[src/verilog/jtm_defs.vh]
// Purpose: shared constants of the test port and debug mailbox
// Assumes: included by jtm_top.v and jtm_fifo.v
// Notes: codes of instructions and programming operations are local choices
`ifndef JTM_DEFS_VH
`define JTM_DEFS_VH

// ****************************************
// instruction register
// ****************************************
`define JTM_IR_W 4
`define JTM_IR_CAPTURE 4'h1
`define JTM_I_EXTEST 4'h0
`define JTM_I_IDCODE 4'h1
`define JTM_I_SAMPLE 4'h2
`define JTM_I_PROG 4'h4
`define JTM_I_MBOX 4'h8
`define JTM_I_BRKPT 4'hA
`define JTM_I_INTSCAN 4'hB
`define JTM_I_BYPASS 4'hF

// ****************************************
// data register lengths
// ****************************************
`define JTM_DR_W 32
`define JTM_LEN_W 6
`define JTM_LEN_ID 6'd32
`define JTM_LEN_BYP 6'd1
`define JTM_LEN_PROG 6'd24
`define JTM_LEN_MBOX 6'd10
`define JTM_LEN_BRK 6'd16
`define JTM_LEN_INT 6'd8

// ****************************************
// programming command layout
// ****************************************
`define JTM_OP_HI 23
`define JTM_OP_LO 20
`define JTM_ADDR_HI 19
`define JTM_ADDR_LO 8
`define JTM_ADDR_W 12
`define JTM_OP_NOP 4'h0
`define JTM_OP_FLASH_WR 4'h1
`define JTM_OP_EE_WR 4'h2
`define JTM_OP_FLASH_RD 4'h3
`define JTM_OP_EE_RD 4'h4
`define JTM_OP_LOCK_WR 4'h5
`define JTM_OP_FUSE_WR 4'h6
`define JTM_OP_ERASE 4'h7
`define JTM_OP_LOCK_RD 4'h8
`define JTM_OP_FUSE_RD 4'h9
`define JTM_KIND_FLASH 2'h0
`define JTM_KIND_EE 2'h1
`define JTM_KIND_ERASE 2'h2
`define JTM_REQ_W 22

// ****************************************
// mailbox and lock fields
// ****************************************
`define JTM_MBOX_CLR 8
`define JTM_MBOX_EN 9
`define JTM_MBOX_RST 8'h00
`define JTM_LOCK_RST 8'hFF
`define JTM_LB1 0
`define JTM_LB2 1

`endif

[src/verilog/jtm_fifo.v]
// Purpose: small flop FIFO with valid and ready on both sides
// Assumes: DEPTH is a power of two
// Notes: full and empty come from a separate occupancy count
`include "jtm_defs.vh"
module jtm_fifo #(
  parameter WIDTH = `JTM_REQ_W,
  parameter DEPTH = 8
) (
  input wire MCLK,
  input wire RST_N,
  input wire in_valid,
  output wire in_ready,
  input wire [WIDTH-1:0] in_data,
  output wire out_valid,
  input wire out_ready,
  output wire [WIDTH-1:0] out_data
);
  function integer jtm_log2;
    input integer v;
    integer n;
    begin
      n = 0;
      while ((1 << n) < v) n = n + 1;
      jtm_log2 = (n == 0) ? 1 : n;
    end
  endfunction
  localparam AW = jtm_log2(DEPTH);
  localparam [AW:0] FULL_CNT = DEPTH;

  reg [WIDTH-1:0] mem [0:DEPTH-1];
  reg [AW-1:0] wr_ptr;
  reg [AW-1:0] rd_ptr;
  reg [AW:0] count;
  wire push = in_valid && in_ready;
  wire pop = out_valid && out_ready;

  assign in_ready = (count != FULL_CNT);
  assign out_valid = (count != {(AW+1){1'b0}});
  assign out_data = mem[rd_ptr];

  always @(posedge MCLK) begin
    if (push) begin
      mem[wr_ptr] <= in_data;
    end
  end

  always @(posedge MCLK) begin
    if (!RST_N) begin
      wr_ptr <= {AW{1'b0}};
      rd_ptr <= {AW{1'b0}};
      count <= {(AW+1){1'b0}};
    end else begin
      if (push) begin
        wr_ptr <= wr_ptr + 1'b1;
      end
      if (pop) begin
        rd_ptr <= rd_ptr + 1'b1;
      end
      if (push && !pop) begin
        count <= count + 1'b1;
      end else if (pop && !push) begin
        count <= count - 1'b1;
      end
    end
  end
endmodule

[src/verilog/jtm_top.v]
// Purpose: four-pin test access port with debug mailbox and programming port
// Assumes: TCK far slower than MCLK (at least 8 MCLK per TCK period)
// Notes: fuses and lock byte return to blank values on RST_N
//
// How it works
// - TMS alone steers the port state machine
// - instruction or one data register sits TDI-TDO
// - instruction picks data register and its behaviour
// - TDI shifted in, register LSB driven out
// - all port actions on sampled test clock edges
// - id, bypass, boundary, programming, debug chains
// - CPU mailbox write reaches the debugger
// - same CPU write sets the dirty flag
// - CPU read: seven low bits, dirty flag top
// - shared address: mailbox needs fuse and enable
// - port runs only with fuse, disable bit clear
// - flash, eeprom, fuse and lock programming, verify
// - lock protection same as parallel programming
// - locks programmed: debug fuse refused until erase
// - only chip erase or RST_N returns lock bits to one
`include "jtm_defs.vh"
module jtm_top #(
  parameter BSCAN_LEN = 8,
  parameter SHARED_IO = 1,
  parameter [31:0] IDCODE = 32'h0000_1001, // arbitrary value, lsb must be one
  parameter FIFO_DEPTH = 8
) (
  input wire MCLK,
  input wire RST_N,
  input wire TCK,
  input wire TMS,
  input wire TDI,
  output reg TDO,
  output reg TDO_OE,
  input wire TEST_PORT_ENABLE_FUSE_N,
  input wire TEST_PORT_DISABLE_BIT,
  input wire CPU_SEL,
  input wire CPU_WE,
  input wire CPU_RE,
  input wire [7:0] CPU_WDATA,
  output reg [7:0] CPU_RDATA,
  output wire CPU_MBOX_HIT,
  input wire [BSCAN_LEN-1:0] BSCAN_IN,
  output reg [BSCAN_LEN-1:0] BSCAN_OUT,
  output reg BSCAN_EXTEST,
  input wire [7:0] DBG_CORE_STATE,
  output reg [15:0] DBG_BREAK_ADDR,
  output wire NVM_VALID,
  input wire NVM_READY,
  output wire [1:0] NVM_KIND,
  output wire [`JTM_ADDR_W-1:0] NVM_ADDR,
  output wire [7:0] NVM_WDATA,
  output reg NVM_RD_EE,
  output reg [`JTM_ADDR_W-1:0] NVM_RADDR,
  input wire [7:0] NVM_RDATA
);
  // ****************************************
  // port states
  // ****************************************
  localparam [3:0] S_TLR = 4'h0, S_RTI = 4'h1, S_SELDR = 4'h2, S_CAPDR = 4'h3;
  localparam [3:0] S_SHDR = 4'h4, S_EX1DR = 4'h5, S_PSDR = 4'h6, S_EX2DR = 4'h7;
  localparam [3:0] S_UPDR = 4'h8, S_SELIR = 4'h9, S_CAPIR = 4'hA, S_SHIR = 4'hB;
  localparam [3:0] S_EX1IR = 4'hC, S_PSIR = 4'hD, S_EX2IR = 4'hE, S_UPIR = 4'hF;

  function [3:0] jtm_next;
    input [3:0] s;
    input m;
    begin
      case (s)
        S_TLR: jtm_next = m ? S_TLR : S_RTI;
        S_RTI: jtm_next = m ? S_SELDR : S_RTI;
        S_SELDR: jtm_next = m ? S_SELIR : S_CAPDR;
        S_CAPDR: jtm_next = m ? S_EX1DR : S_SHDR;
        S_SHDR: jtm_next = m ? S_EX1DR : S_SHDR;
        S_EX1DR: jtm_next = m ? S_UPDR : S_PSDR;
        S_PSDR: jtm_next = m ? S_EX2DR : S_PSDR;
        S_EX2DR: jtm_next = m ? S_UPDR : S_SHDR;
        S_UPDR: jtm_next = m ? S_SELDR : S_RTI;
        S_SELIR: jtm_next = m ? S_TLR : S_CAPIR;
        S_CAPIR: jtm_next = m ? S_EX1IR : S_SHIR;
        S_SHIR: jtm_next = m ? S_EX1IR : S_SHIR;
        S_EX1IR: jtm_next = m ? S_UPIR : S_PSIR;
        S_PSIR: jtm_next = m ? S_EX2IR : S_PSIR;
        S_EX2IR: jtm_next = m ? S_UPIR : S_SHIR;
        S_UPIR: jtm_next = m ? S_SELDR : S_RTI;
        default: jtm_next = S_TLR;
      endcase
    end
  endfunction

  function [5:0] jtm_len;
    input [3:0] i;
    begin
      case (i)
        `JTM_I_EXTEST, `JTM_I_SAMPLE: jtm_len = BSCAN_LEN[5:0];
        `JTM_I_IDCODE: jtm_len = `JTM_LEN_ID;
        `JTM_I_PROG: jtm_len = `JTM_LEN_PROG;
        `JTM_I_MBOX: jtm_len = `JTM_LEN_MBOX;
        `JTM_I_BRKPT: jtm_len = `JTM_LEN_BRK;
        `JTM_I_INTSCAN: jtm_len = `JTM_LEN_INT;
        default: jtm_len = `JTM_LEN_BYP;
      endcase
    end
  endfunction

  // ****************************************
  // pin synchronisers
  // ****************************************
  reg [2:0] tck_s;
  reg [1:0] tms_s;
  reg [1:0] tdi_s;
  reg [1:0] fuse_s;
  always @(posedge MCLK) begin
    if (!RST_N) begin
      tck_s <= 3'h0;
      tms_s <= 2'h0;
      tdi_s <= 2'h0;
      fuse_s <= 2'h3;
    end else begin
      tck_s <= {tck_s[1:0], TCK};
      tms_s <= {tms_s[0], TMS};
      tdi_s <= {tdi_s[0], TDI};
      fuse_s <= {fuse_s[0], TEST_PORT_ENABLE_FUSE_N};
    end
  end
  wire tck_r = tck_s[1] && !tck_s[2];
  wire tck_f = !tck_s[1] && tck_s[2];
  wire tap_en = !fuse_s[1] && !TEST_PORT_DISABLE_BIT;

  // ****************************************
  // port state, instruction, shift path
  // ****************************************
  reg [3:0] state;
  reg [3:0] ir;
  reg [3:0] ir_sh;
  reg [`JTM_DR_W-1:0] dr;
  reg [7:0] lock_byte;
  reg dbg_fuse_n;
  reg access_en;
  reg dirty;
  reg [7:0] mbox;
  reg refused;
  reg [7:0] rd_val;
  reg [3:0] rd_op;
  reg [`JTM_DR_W-1:0] next_dr;
  reg [`JTM_DR_W-1:0] cap_val;
  integer k;

  // private debug chains fall back to bypass on a part without the debug fuse
  wire dbg_ok = !dbg_fuse_n;
  wire priv = (ir == `JTM_I_MBOX) || (ir == `JTM_I_BRKPT) || (ir == `JTM_I_INTSCAN);
  wire [3:0] instr = (priv && !dbg_ok) ? `JTM_I_BYPASS : ir;
  wire [5:0] len = jtm_len(instr);
  wire step = tck_r && tap_en;
  wire upd_dr = step && (state == S_UPDR);
  wire [3:0] op = dr[`JTM_OP_HI:`JTM_OP_LO];
  wire lb1p = !lock_byte[`JTM_LB1];
  wire lb2p = !lock_byte[`JTM_LB2];
  wire wr_block = lb1p || lb2p;
  wire rd_block = lb1p && lb2p;
  wire fifo_ready;
  wire fifo_full = !fifo_ready;
  wire nvm_op = (op == `JTM_OP_FLASH_WR) || (op == `JTM_OP_EE_WR) || (op == `JTM_OP_ERASE);
  wire nvm_allowed = (op == `JTM_OP_ERASE) || !wr_block;
  wire prog_upd = upd_dr && (instr == `JTM_I_PROG);
  wire req_push = prog_upd && nvm_op && nvm_allowed;
  wire [1:0] req_kind = (op == `JTM_OP_EE_WR) ? `JTM_KIND_EE :
                        (op == `JTM_OP_ERASE) ? `JTM_KIND_ERASE : `JTM_KIND_FLASH;
  wire mbox_clr = upd_dr && (instr == `JTM_I_MBOX) && dr[`JTM_MBOX_CLR];

  always @* begin
    next_dr = {`JTM_DR_W{1'b0}};
    for (k = 0; k < `JTM_DR_W; k = k + 1) begin
      if (k == len - 1) begin
        next_dr[k] = tdi_s[1];
      end else if (k < len - 1) begin
        next_dr[k] = dr[k+1];
      end
    end
  end

  always @* begin
    cap_val = {`JTM_DR_W{1'b0}};
    case (instr)
      `JTM_I_EXTEST, `JTM_I_SAMPLE: cap_val[BSCAN_LEN-1:0] = BSCAN_IN;
      `JTM_I_IDCODE: cap_val = IDCODE;
      `JTM_I_PROG: cap_val[23:0] = {fifo_full, refused, 2'b00, NVM_RADDR, rd_val};
      `JTM_I_MBOX: cap_val[9:0] = {access_en, dirty, mbox};
      `JTM_I_BRKPT: cap_val[15:0] = DBG_BREAK_ADDR;
      `JTM_I_INTSCAN: cap_val[7:0] = DBG_CORE_STATE;
      default: cap_val[0] = 1'b0;
    endcase
  end

  always @(posedge MCLK) begin
    if (!RST_N || !tap_en) begin
      state <= S_TLR;
      ir <= `JTM_I_IDCODE;
      ir_sh <= `JTM_IR_CAPTURE;
      dr <= {`JTM_DR_W{1'b0}};
      TDO <= 1'b0;
      TDO_OE <= 1'b0;
    end else begin
      if (step) begin
        state <= jtm_next(state, tms_s[1]);
        case (state)
          S_TLR: ir <= `JTM_I_IDCODE;
          S_CAPIR: ir_sh <= `JTM_IR_CAPTURE;
          S_SHIR: ir_sh <= {tdi_s[1], ir_sh[3:1]};
          S_UPIR: ir <= ir_sh;
          S_CAPDR: dr <= cap_val;
          S_SHDR: dr <= next_dr;
          default: ir <= ir;
        endcase
      end
      if (tck_f) begin
        TDO <= (state == S_SHIR) ? ir_sh[0] : dr[0];
        TDO_OE <= (state == S_SHIR) || (state == S_SHDR);
      end
    end
  end

  // ****************************************
  // data register updates
  // ****************************************
  always @(posedge MCLK) begin
    if (!RST_N) begin
      BSCAN_OUT <= {BSCAN_LEN{1'b0}};
      BSCAN_EXTEST <= 1'b0;
      DBG_BREAK_ADDR <= 16'h0000;
      access_en <= 1'b0;
    end else begin
      BSCAN_EXTEST <= tap_en && (instr == `JTM_I_EXTEST);
      if (upd_dr && (instr == `JTM_I_EXTEST)) begin
        BSCAN_OUT <= dr[BSCAN_LEN-1:0];
      end
      if (upd_dr && (instr == `JTM_I_BRKPT)) begin
        DBG_BREAK_ADDR <= dr[15:0];
      end
      if (upd_dr && (instr == `JTM_I_MBOX)) begin
        access_en <= dr[`JTM_MBOX_EN] && dbg_ok;
      end
    end
  end

  // ****************************************
  // programming, fuse and lock bits
  // ****************************************
  always @(posedge MCLK) begin
    if (!RST_N) begin
      lock_byte <= `JTM_LOCK_RST;
      dbg_fuse_n <= 1'b1;
      refused <= 1'b0;
      rd_val <= 8'h00;
      rd_op <= `JTM_OP_NOP;
      NVM_RD_EE <= 1'b0;
      NVM_RADDR <= {`JTM_ADDR_W{1'b0}};
    end else if (prog_upd) begin
      refused <= 1'b0;
      case (op)
        `JTM_OP_FLASH_WR, `JTM_OP_EE_WR: refused <= wr_block || fifo_full;
        `JTM_OP_ERASE: begin
          refused <= fifo_full;
          if (fifo_ready) begin
            lock_byte <= `JTM_LOCK_RST;
          end
        end
        // lock bits only move toward programmed outside an erase
        `JTM_OP_LOCK_WR: lock_byte <= lock_byte & dr[7:0];
        `JTM_OP_FUSE_WR: begin
          if (wr_block) begin
            refused <= 1'b1;
          end else begin
            dbg_fuse_n <= dr[0];
          end
        end
        `JTM_OP_FLASH_RD, `JTM_OP_EE_RD: begin
          NVM_RD_EE <= (op == `JTM_OP_EE_RD);
          NVM_RADDR <= dr[`JTM_ADDR_HI:`JTM_ADDR_LO];
          refused <= rd_block;
        end
        default: refused <= 1'b0;
      endcase
      rd_op <= op;
    end else begin
      case (rd_op)
        `JTM_OP_FLASH_RD, `JTM_OP_EE_RD: rd_val <= rd_block ? 8'h00 : NVM_RDATA;
        `JTM_OP_LOCK_RD: rd_val <= lock_byte;
        `JTM_OP_FUSE_RD: rd_val <= {7'h7F, dbg_fuse_n};
        default: rd_val <= rd_val;
      endcase
    end
  end

  // back-pressure: a full queue refuses the write, visible in capture status
  jtm_fifo #(.WIDTH(`JTM_REQ_W), .DEPTH(FIFO_DEPTH)) u_req_fifo (
    .MCLK(MCLK),
    .RST_N(RST_N),
    .in_valid(req_push),
    .in_ready(fifo_ready),
    .in_data({req_kind, dr[`JTM_ADDR_HI:`JTM_ADDR_LO], dr[7:0]}),
    .out_valid(NVM_VALID),
    .out_ready(NVM_READY),
    .out_data({NVM_KIND, NVM_ADDR, NVM_WDATA})
  );

  // ****************************************
  // cpu side mailbox
  // ****************************************
  assign CPU_MBOX_HIT = CPU_SEL && ((SHARED_IO == 0) || (dbg_ok && access_en));
  wire cpu_wr = CPU_MBOX_HIT && CPU_WE;

  always @(posedge MCLK) begin
    if (!RST_N) begin
      mbox <= `JTM_MBOX_RST;
      dirty <= 1'b0;
      CPU_RDATA <= 8'h00;
    end else begin
      if (cpu_wr) begin
        mbox <= CPU_WDATA;
      end
      // a write in the clearing cycle keeps the flag set
      if (cpu_wr) begin
        dirty <= 1'b1;
      end else if (mbox_clr) begin
        dirty <= 1'b0;
      end
      if (CPU_MBOX_HIT && CPU_RE) begin
        CPU_RDATA <= {dirty, mbox[6:0]};
      end else begin
        CPU_RDATA <= 8'h00;
      end
    end
  end
endmodule

[config.mk]
export PLATFORM = sky130hd
export DESIGN_NAME = jtm_top
export DESIGN_NICKNAME = d
export VERILOG_FILES = /design/src/verilog/jtm_fifo.v /design/src/verilog/jtm_top.v
export VERILOG_INCLUDE_DIRS = /design/src /design/src/verilog
export SDC_FILE = /design/constraint.sdc
export NUM_CORES = 1
export LEC_CHECK = 0
export BUFFER_PORTS_ARGS = -buffer_cell sky130_fd_sc_hd__clkbuf_2
export CELL_PAD_IN_SITES_DETAIL_PLACEMENT = 1
export CELL_PAD_IN_SITES_GLOBAL_PLACEMENT = 2
export CORE_ASPECT_RATIO = 0.7
export CORE_MARGIN = 1
export CORE_UTILIZATION = 40
export DETAILED_ROUTE_END_ITERATION = 12
export GPL_ROUTABILITY_DRIVEN = 0
export PLACE_DENSITY_LB_ADDON = 0.2
export RECOVER_POWER = 50
export SETUP_SLACK_MARGIN = 0.3
export SLEW_MARGIN = 40
export SYNTH_ARGS = -nofsm -noshare
export SYNTH_HDL_FRONTEND = slang
export SYNTH_SLANG_ARGS = --single-unit
[constraint.sdc]
create_clock -name MCLK -period 5.6 [get_ports MCLK]
set_input_delay 1.12 -clock MCLK [delete_from_list [all_inputs] [get_ports MCLK]]
set_output_delay 1.12 -clock MCLK [all_outputs]
set_load 0.02 [all_outputs]
Word level (Yosys, flattened, before mapping). Memory sizes are Yosys's and may differ from the RTL's. A register that Yosys moved wholly into a read port is not among the register bits. Cells that the tools add are included.

Memories: 1. Output and inout bits: 72. Word-level logic and storage cells: 313. Memory bits (writable): 176. Input bits: 43. Register bits: 143.

Equal/unequal tests: 68. $add $sub $neg: 5. Muxes and demuxes: 104. Bitwise operators: 3. Magnitude comparators: 32. Reduce and logical (&&, ||, !) cells: 73.

Memory list: u_req_fifo.mem (depth 8, bits a word 22, rd ports 1, clocked after Yosys merged registers in 1, write ports 1, RTL line jtm_fifo.v:30) `reg [WIDTH-1:0] mem [0:DEPTH-1];`.

Operators by type and width (count): $eq 5x32->1 const A (16); $lt 5x32->1 const A (16); $eq 4x32->1 const A (8); $lt 4x32->1 const A (8); $eq 3x32->1 const A (4); $lt 3x32->1 const A (4); $mux 1 (73); $eq 2x32->1 const A (2); $eq 4x4->1 const B (16); $lt 1x32->1 const A (2); $lt 2x32->1 const A (2); $pmux 32 s2 (1); $pmux 4 s12 (1); $eq 4x3->1 const B (10); $pmux 7 s5 (1); $eq 1x32->1 const A (1); $logic_not 32->1 (1); $pmux 6 s5 (1); $mux 4 (7); $eq 4x2->1 const B (6); $logic_and 1x1->1 (24); $mux 8 (3); $pmux 8 s3 (1); $pmux 6 s3 (1); other kinds (26) (76).

Logic depth before layout (Yosys ltp).
Word-level depth: 14. Depth in mapped cells: 14. Depth with buffers taken out: 12.

Cells and area by module. From an unflattened synthesis, not the netlist that was laid out.

Cells, all modules: 1122. Area total of the unflattened synthesis: 14098.5 µm².

Modules (own cells, without submodules): jtm_fifo (cells each 327, instances 1, area each 7424.6 µm²); jtm_top (cells each 795, instances 1, area each 6673.9 µm²).

Worst setup path after synthesis. No wires, ideal clock.

Path kind: in2reg. From: in TEST_PORT_DISABLE_BIT. To: mem u_req_fifo.mem[0][0] in the netlist's numbering (enable). Cell stages on the path: 5. Setup time: 0.457 ns. Path buffers: 1. Path slack: 0.350 ns. Arrival time: 4.792 ns. Path through: or4b_1 clkbuf_1 nor4_1 nand3_2 nor4_1.

Longest elaborated chain between the ends: 10.

RTL lines: start, declared (RTL line jtm_top.v:36) `input wire TEST_PORT_DISABLE_BIT,`; $logic_not 1->1 (RTL line jtm_top.v:128) `wire tap_en = !fuse_s[1] && !TEST_PORT_DISABLE_BIT;`; $logic_and 1x1->1 (RTL line jtm_top.v:128); $logic_and 1x1->1 (RTL line jtm_top.v:154) `wire step = tck_r && tap_en;`; $logic_and 1x1->1 (RTL line jtm_top.v:155) `wire upd_dr = step && (state == S_UPDR);`; $logic_and 1x1->1 (RTL line jtm_top.v:165) `` wire prog_upd = upd_dr && (instr == `JTM_I_PROG); ``; $logic_and 1x1->1 (2 in series) (RTL line jtm_top.v:166) `wire req_push = prog_upd && nvm_op && nvm_allowed;`; $logic_and 1x1->1 (RTL line jtm_fifo.v:34) `wire push = in_valid && in_ready;`; $mux 1 (RTL line jtm_fifo.v:42) `if (push) begin`; $mux 1 (not written as such) (RTL line jtm_fifo.v:43) `mem[wr_ptr] <= in_data;`; end, declared (RTL line jtm_fifo.v:30).

Every way passes these cells.

Worst setup path after layout.
From: in RST_N. To: reg dr[15].

Longest elaborated chain between the ends: 2.

RTL lines: start, declared (RTL line jtm_top.v:29) `input wire RST_N,`; $logic_not 1->1; $logic_or 1x1->1 (RTL line jtm_top.v:196) `if (!RST_N || !tap_en) begin`; end signal, assigned (RTL line jtm_top.v:200) `` dr <= {`JTM_DR_W{1'b0}}; ``; end signal, assigned (RTL line jtm_top.v:211) `S_CAPDR: dr <= cap_val;`; end signal, assigned (RTL line jtm_top.v:212) `S_SHDR: dr <= next_dr;`; end, declared (RTL line jtm_top.v:136) `` reg [`JTM_DR_W-1:0] dr; ``.

Every way passes these cells. A chain may end at the register's enable or synchronous reset.

==> impl_metrics.csv <==
group,metric,value,unit
run_status,status,"finished with violations",
run_status,violations,"capacitance limit, slew limit",
sta,final_max_slew_viol_count,76,
sta,fin_crit,4.09,ns
layout,multi_input_area,5210,um^2
sta,finalSetupViolations,0,
worst_setup_path,crit_arrival,4.52,ns
placement,placed_area,14800,um^2
worst_setup_path,critPathMaxStageDelay,1.22,ns
layout,drive_gt1_share,19.8,%
grt,gr-usage-all-layers,23.2,%
clocking,clock_path_buffers,3,
layout,fin_area,15900,um^2
clocking,htree_levels,2,
power,leakage,5.82,nW
layout,fillers,3501,
sta,fmax,0.244,GHz
logic_synthesis,async_reset_ff_share,0,%
placement,io_buffers,114,
logic_synthesis,yosys.area.top_type_share,38.5,%
logic_synthesis,synth-warning-count,0,
sta,rsz0062_at_grt,"no",
clocking,cts_resized,0,
die,start_util,40.8,%
grt,grt_overflow,0,
die,io_pins,115,
clocking,insertion_delay,0.53,ns
layout,n_antenna_cell,0,
placement,dpl.hpwl,26600,um
logic_synthesis,post-synth-top-count-cell,"edfxtp_1",
routing,wire_per_inst,24.1,um
sta,finalHoldViolCount,0,
routing,vias_per_cell,5.73,
worst_setup_path,crit_buf_inv,3,
layout,area_growth,15.6,%
logic_synthesis,synthTopCellsByCount,"edfxtp_1 (176), dfxtp_1 (146), nor2_1 (107), nand2_1 (77), clkbuf_1 (62)",
sta,setup_tns,0,ns
power,ir_worst_vdd,0.000205,V
clocking,cts_tree,"yes",
worst_setup_path,cp_cell_sequence,"clkbuf_1 > inv_1 > nor3_1 > clkbuf_1 > nand2_1 > o31ai_1",
worst_setup_path,critPathTopFamily,"buffers and inverters",
clocking,root_buffer,"clkbuf_16",
clocking,post_cts_buffers,0,
worst_setup_path,slowest_stage,"nor3_1",
die,rows,56,
worst_hold_path,hold_class,"reg2reg",
layout,fin_cells,1669,
power,p_per_area,303,nW/um^2
layout,register_area,8210,um^2
run,max_cap_violations,2,
worst_setup_path,crit_path_end_kind,"flip-flop",
worst_setup_path,startpoint_type,"input pin",
sta,post-route-period-util,73.1,%
worst_setup_path,worstPathMaxFanout,28,
routing,postRouteAntennaNets,0,
placement,dp_cells,1605,
logic_synthesis,synth_seq_area_share,59.8,%
routing,drt_iter0_drc,710,
logic_synthesis,synthesis.nets,1161,
worst_setup_path,critPathKind,"in2reg",
grt,grt_pass1_wl,61100,um
die,die-width,223,um
routing,finalWirelength,40300,um
logic_synthesis,syn-instance-count,1106,
grt,grt_max_degree,47,
sta,max-slew-margin-rel,-49.8,%
routing,num_vias,9571,
logic_synthesis,ys_types,73,
worst_setup_path,crit_path_frequent_cell,"clkbuf_1",
die,core,33600,um^2
logic_synthesis,syn_area_per_cell,12.4,um^2
logic_synthesis,synth-edff-count,176,
clocking,cts.clk_slew.worst_paths,0.06,ns
layout,final_nets,1262,
grt,grt_pass1_vias,9423,
logic_synthesis,synth-seq-cells,322,
routing,drt_pass1_iterations,5,
die,die_h,157,um
logic_synthesis,synth.area.top_cells,"edfxtp_1 (39%), dfxtp_1 (21%), mux4_2 (7.2%), mux2i_1 (3.6%), nor2_1 (2.9%)",
clocking,numCtsBuffers,35,
sta,worst_pin_slew,2.25,ns
worst_setup_path,cp_data_required_time,6.03,ns
sta,fin_skew,0.0163,ns
logic_synthesis,yosys.area.top_type,"edfxtp_1",
clocking,ctsHoldBuffers,0,
grt,antenna_found_initial,1,
clocking,clkSinkCount,322,
logic_synthesis,synth.cell_area,13700,um^2
logic_synthesis,synth_ff_type,"edfxtp_1",
die,design.die.area,35100,um^2
routing,remaining_drc_errors,0,
logic make-up after synthesis:
| kind of cell | after synthesis | share of synthesized area [%] |
|---|---|---|
| adders and majority gates | 12 | 1.15 |
| muxes | 120 | 13.0 |
| AOI/OAI and AO/OA | 211 | 10.4 |
| xor gates and xnor gates | 10 | 0.638 |
| DFF | 322 | 59.8 |
| buffers and inverters | 97 | 2.86 |
| and+or+nand+nor | 334 | 12.1 |
report_power, final:
group / switching, mW / internal, mW
sequential: 0.00244 / 2.47
combinational: 0.0286 / 0.0185
clock: 0.948 / 1.35
layer usage:
| metal | track usage, % | vias to the layer above | wire, um |
|---|---|---|---|
| met3 | 4.20 | 49 | 1880 |
| met5 | 0 | - | 13 |
| li1 | - | 4387 | - |
| met4 | 5.22 | 2 | 639 |
| met2 | 34.5 | 200 | 17400 |
| met1 | 35.1 | 4933 | 20300 |
worst paths after layout:
path              from                  end  slack [ns]  cells past startpoint
max              RST_N               dr[15]        1.51                      6
min          fuse_s[0]            fuse_s[1]        0.41                      1
max reg2reg   state[3]  u_req_fifo.count[3]        1.69                     13
min reg2reg  fuse_s[0]            fuse_s[1]        0.41                      1
layout make-up:
cell class | count | area share (%)
clock buffers | 49 | 6.06
clock inverters | 15 | 1.08
inverters | 20 | 0.473
multi-input cells | 687 | 32.8
flip-flops and latches | 322 | 51.8
well taps | 435 | 3.43
repair buffers | 141 | 4.37
registers in the layout (all words and copies together), names as in the netlist, 8 cells and up, named ones only:
name,count
NVM_RADDR,12
CPU_RDATA,8
mbox,8
BSCAN_OUT,8
lock_byte,8
rd_val,8
u_req_fifo.mem,176
dr,32
DBG_BREAK_ADDR,16
cell usage in the layout, fill, tap and decap left out, drive strengths merged, types with 6 or more instances in the layout:
master  netlist  routed
a22oi        12      12
edfxtp      176     176
nand3        26      26
ha           11      11
buf          15      22
mux2i        49      49
a221oi        6       6
o21ai        41      41
and2         19      19
a21oi        51      51
nor2        107     107
nor2b        10      10
a311oi       13      13
nand4         7       7
nand2        77      77
nor3b         6       6
a31oi        12      12
nor3         23      23
a211oi        8       8
or3           8       8
mux2         27      27
dfxtp       146     146
clkinv        1       9
a32oi        11      11
nand3b       10      10
o211ai        6       6
and4          6       6
inv          19      22
nand2b       10      10
clkbuf       62     168
mux4         44      44
through the flow:
stage	util (%)	hold WS, ns	total power [mW]	worst slack [ns]
floorplan	-	0.386	2.54	0.350
global placement	44.0	0.403	2.57	1.39
detailed placement	44.1	0.402	2.57	1.38
CTS	47.4	0.421	4.87	1.75
global route	47.2	0.446	4.96	1.23
finish	47.2	0.413	4.82	1.51
Note: power is estimated with default switching activity, not from simulation.
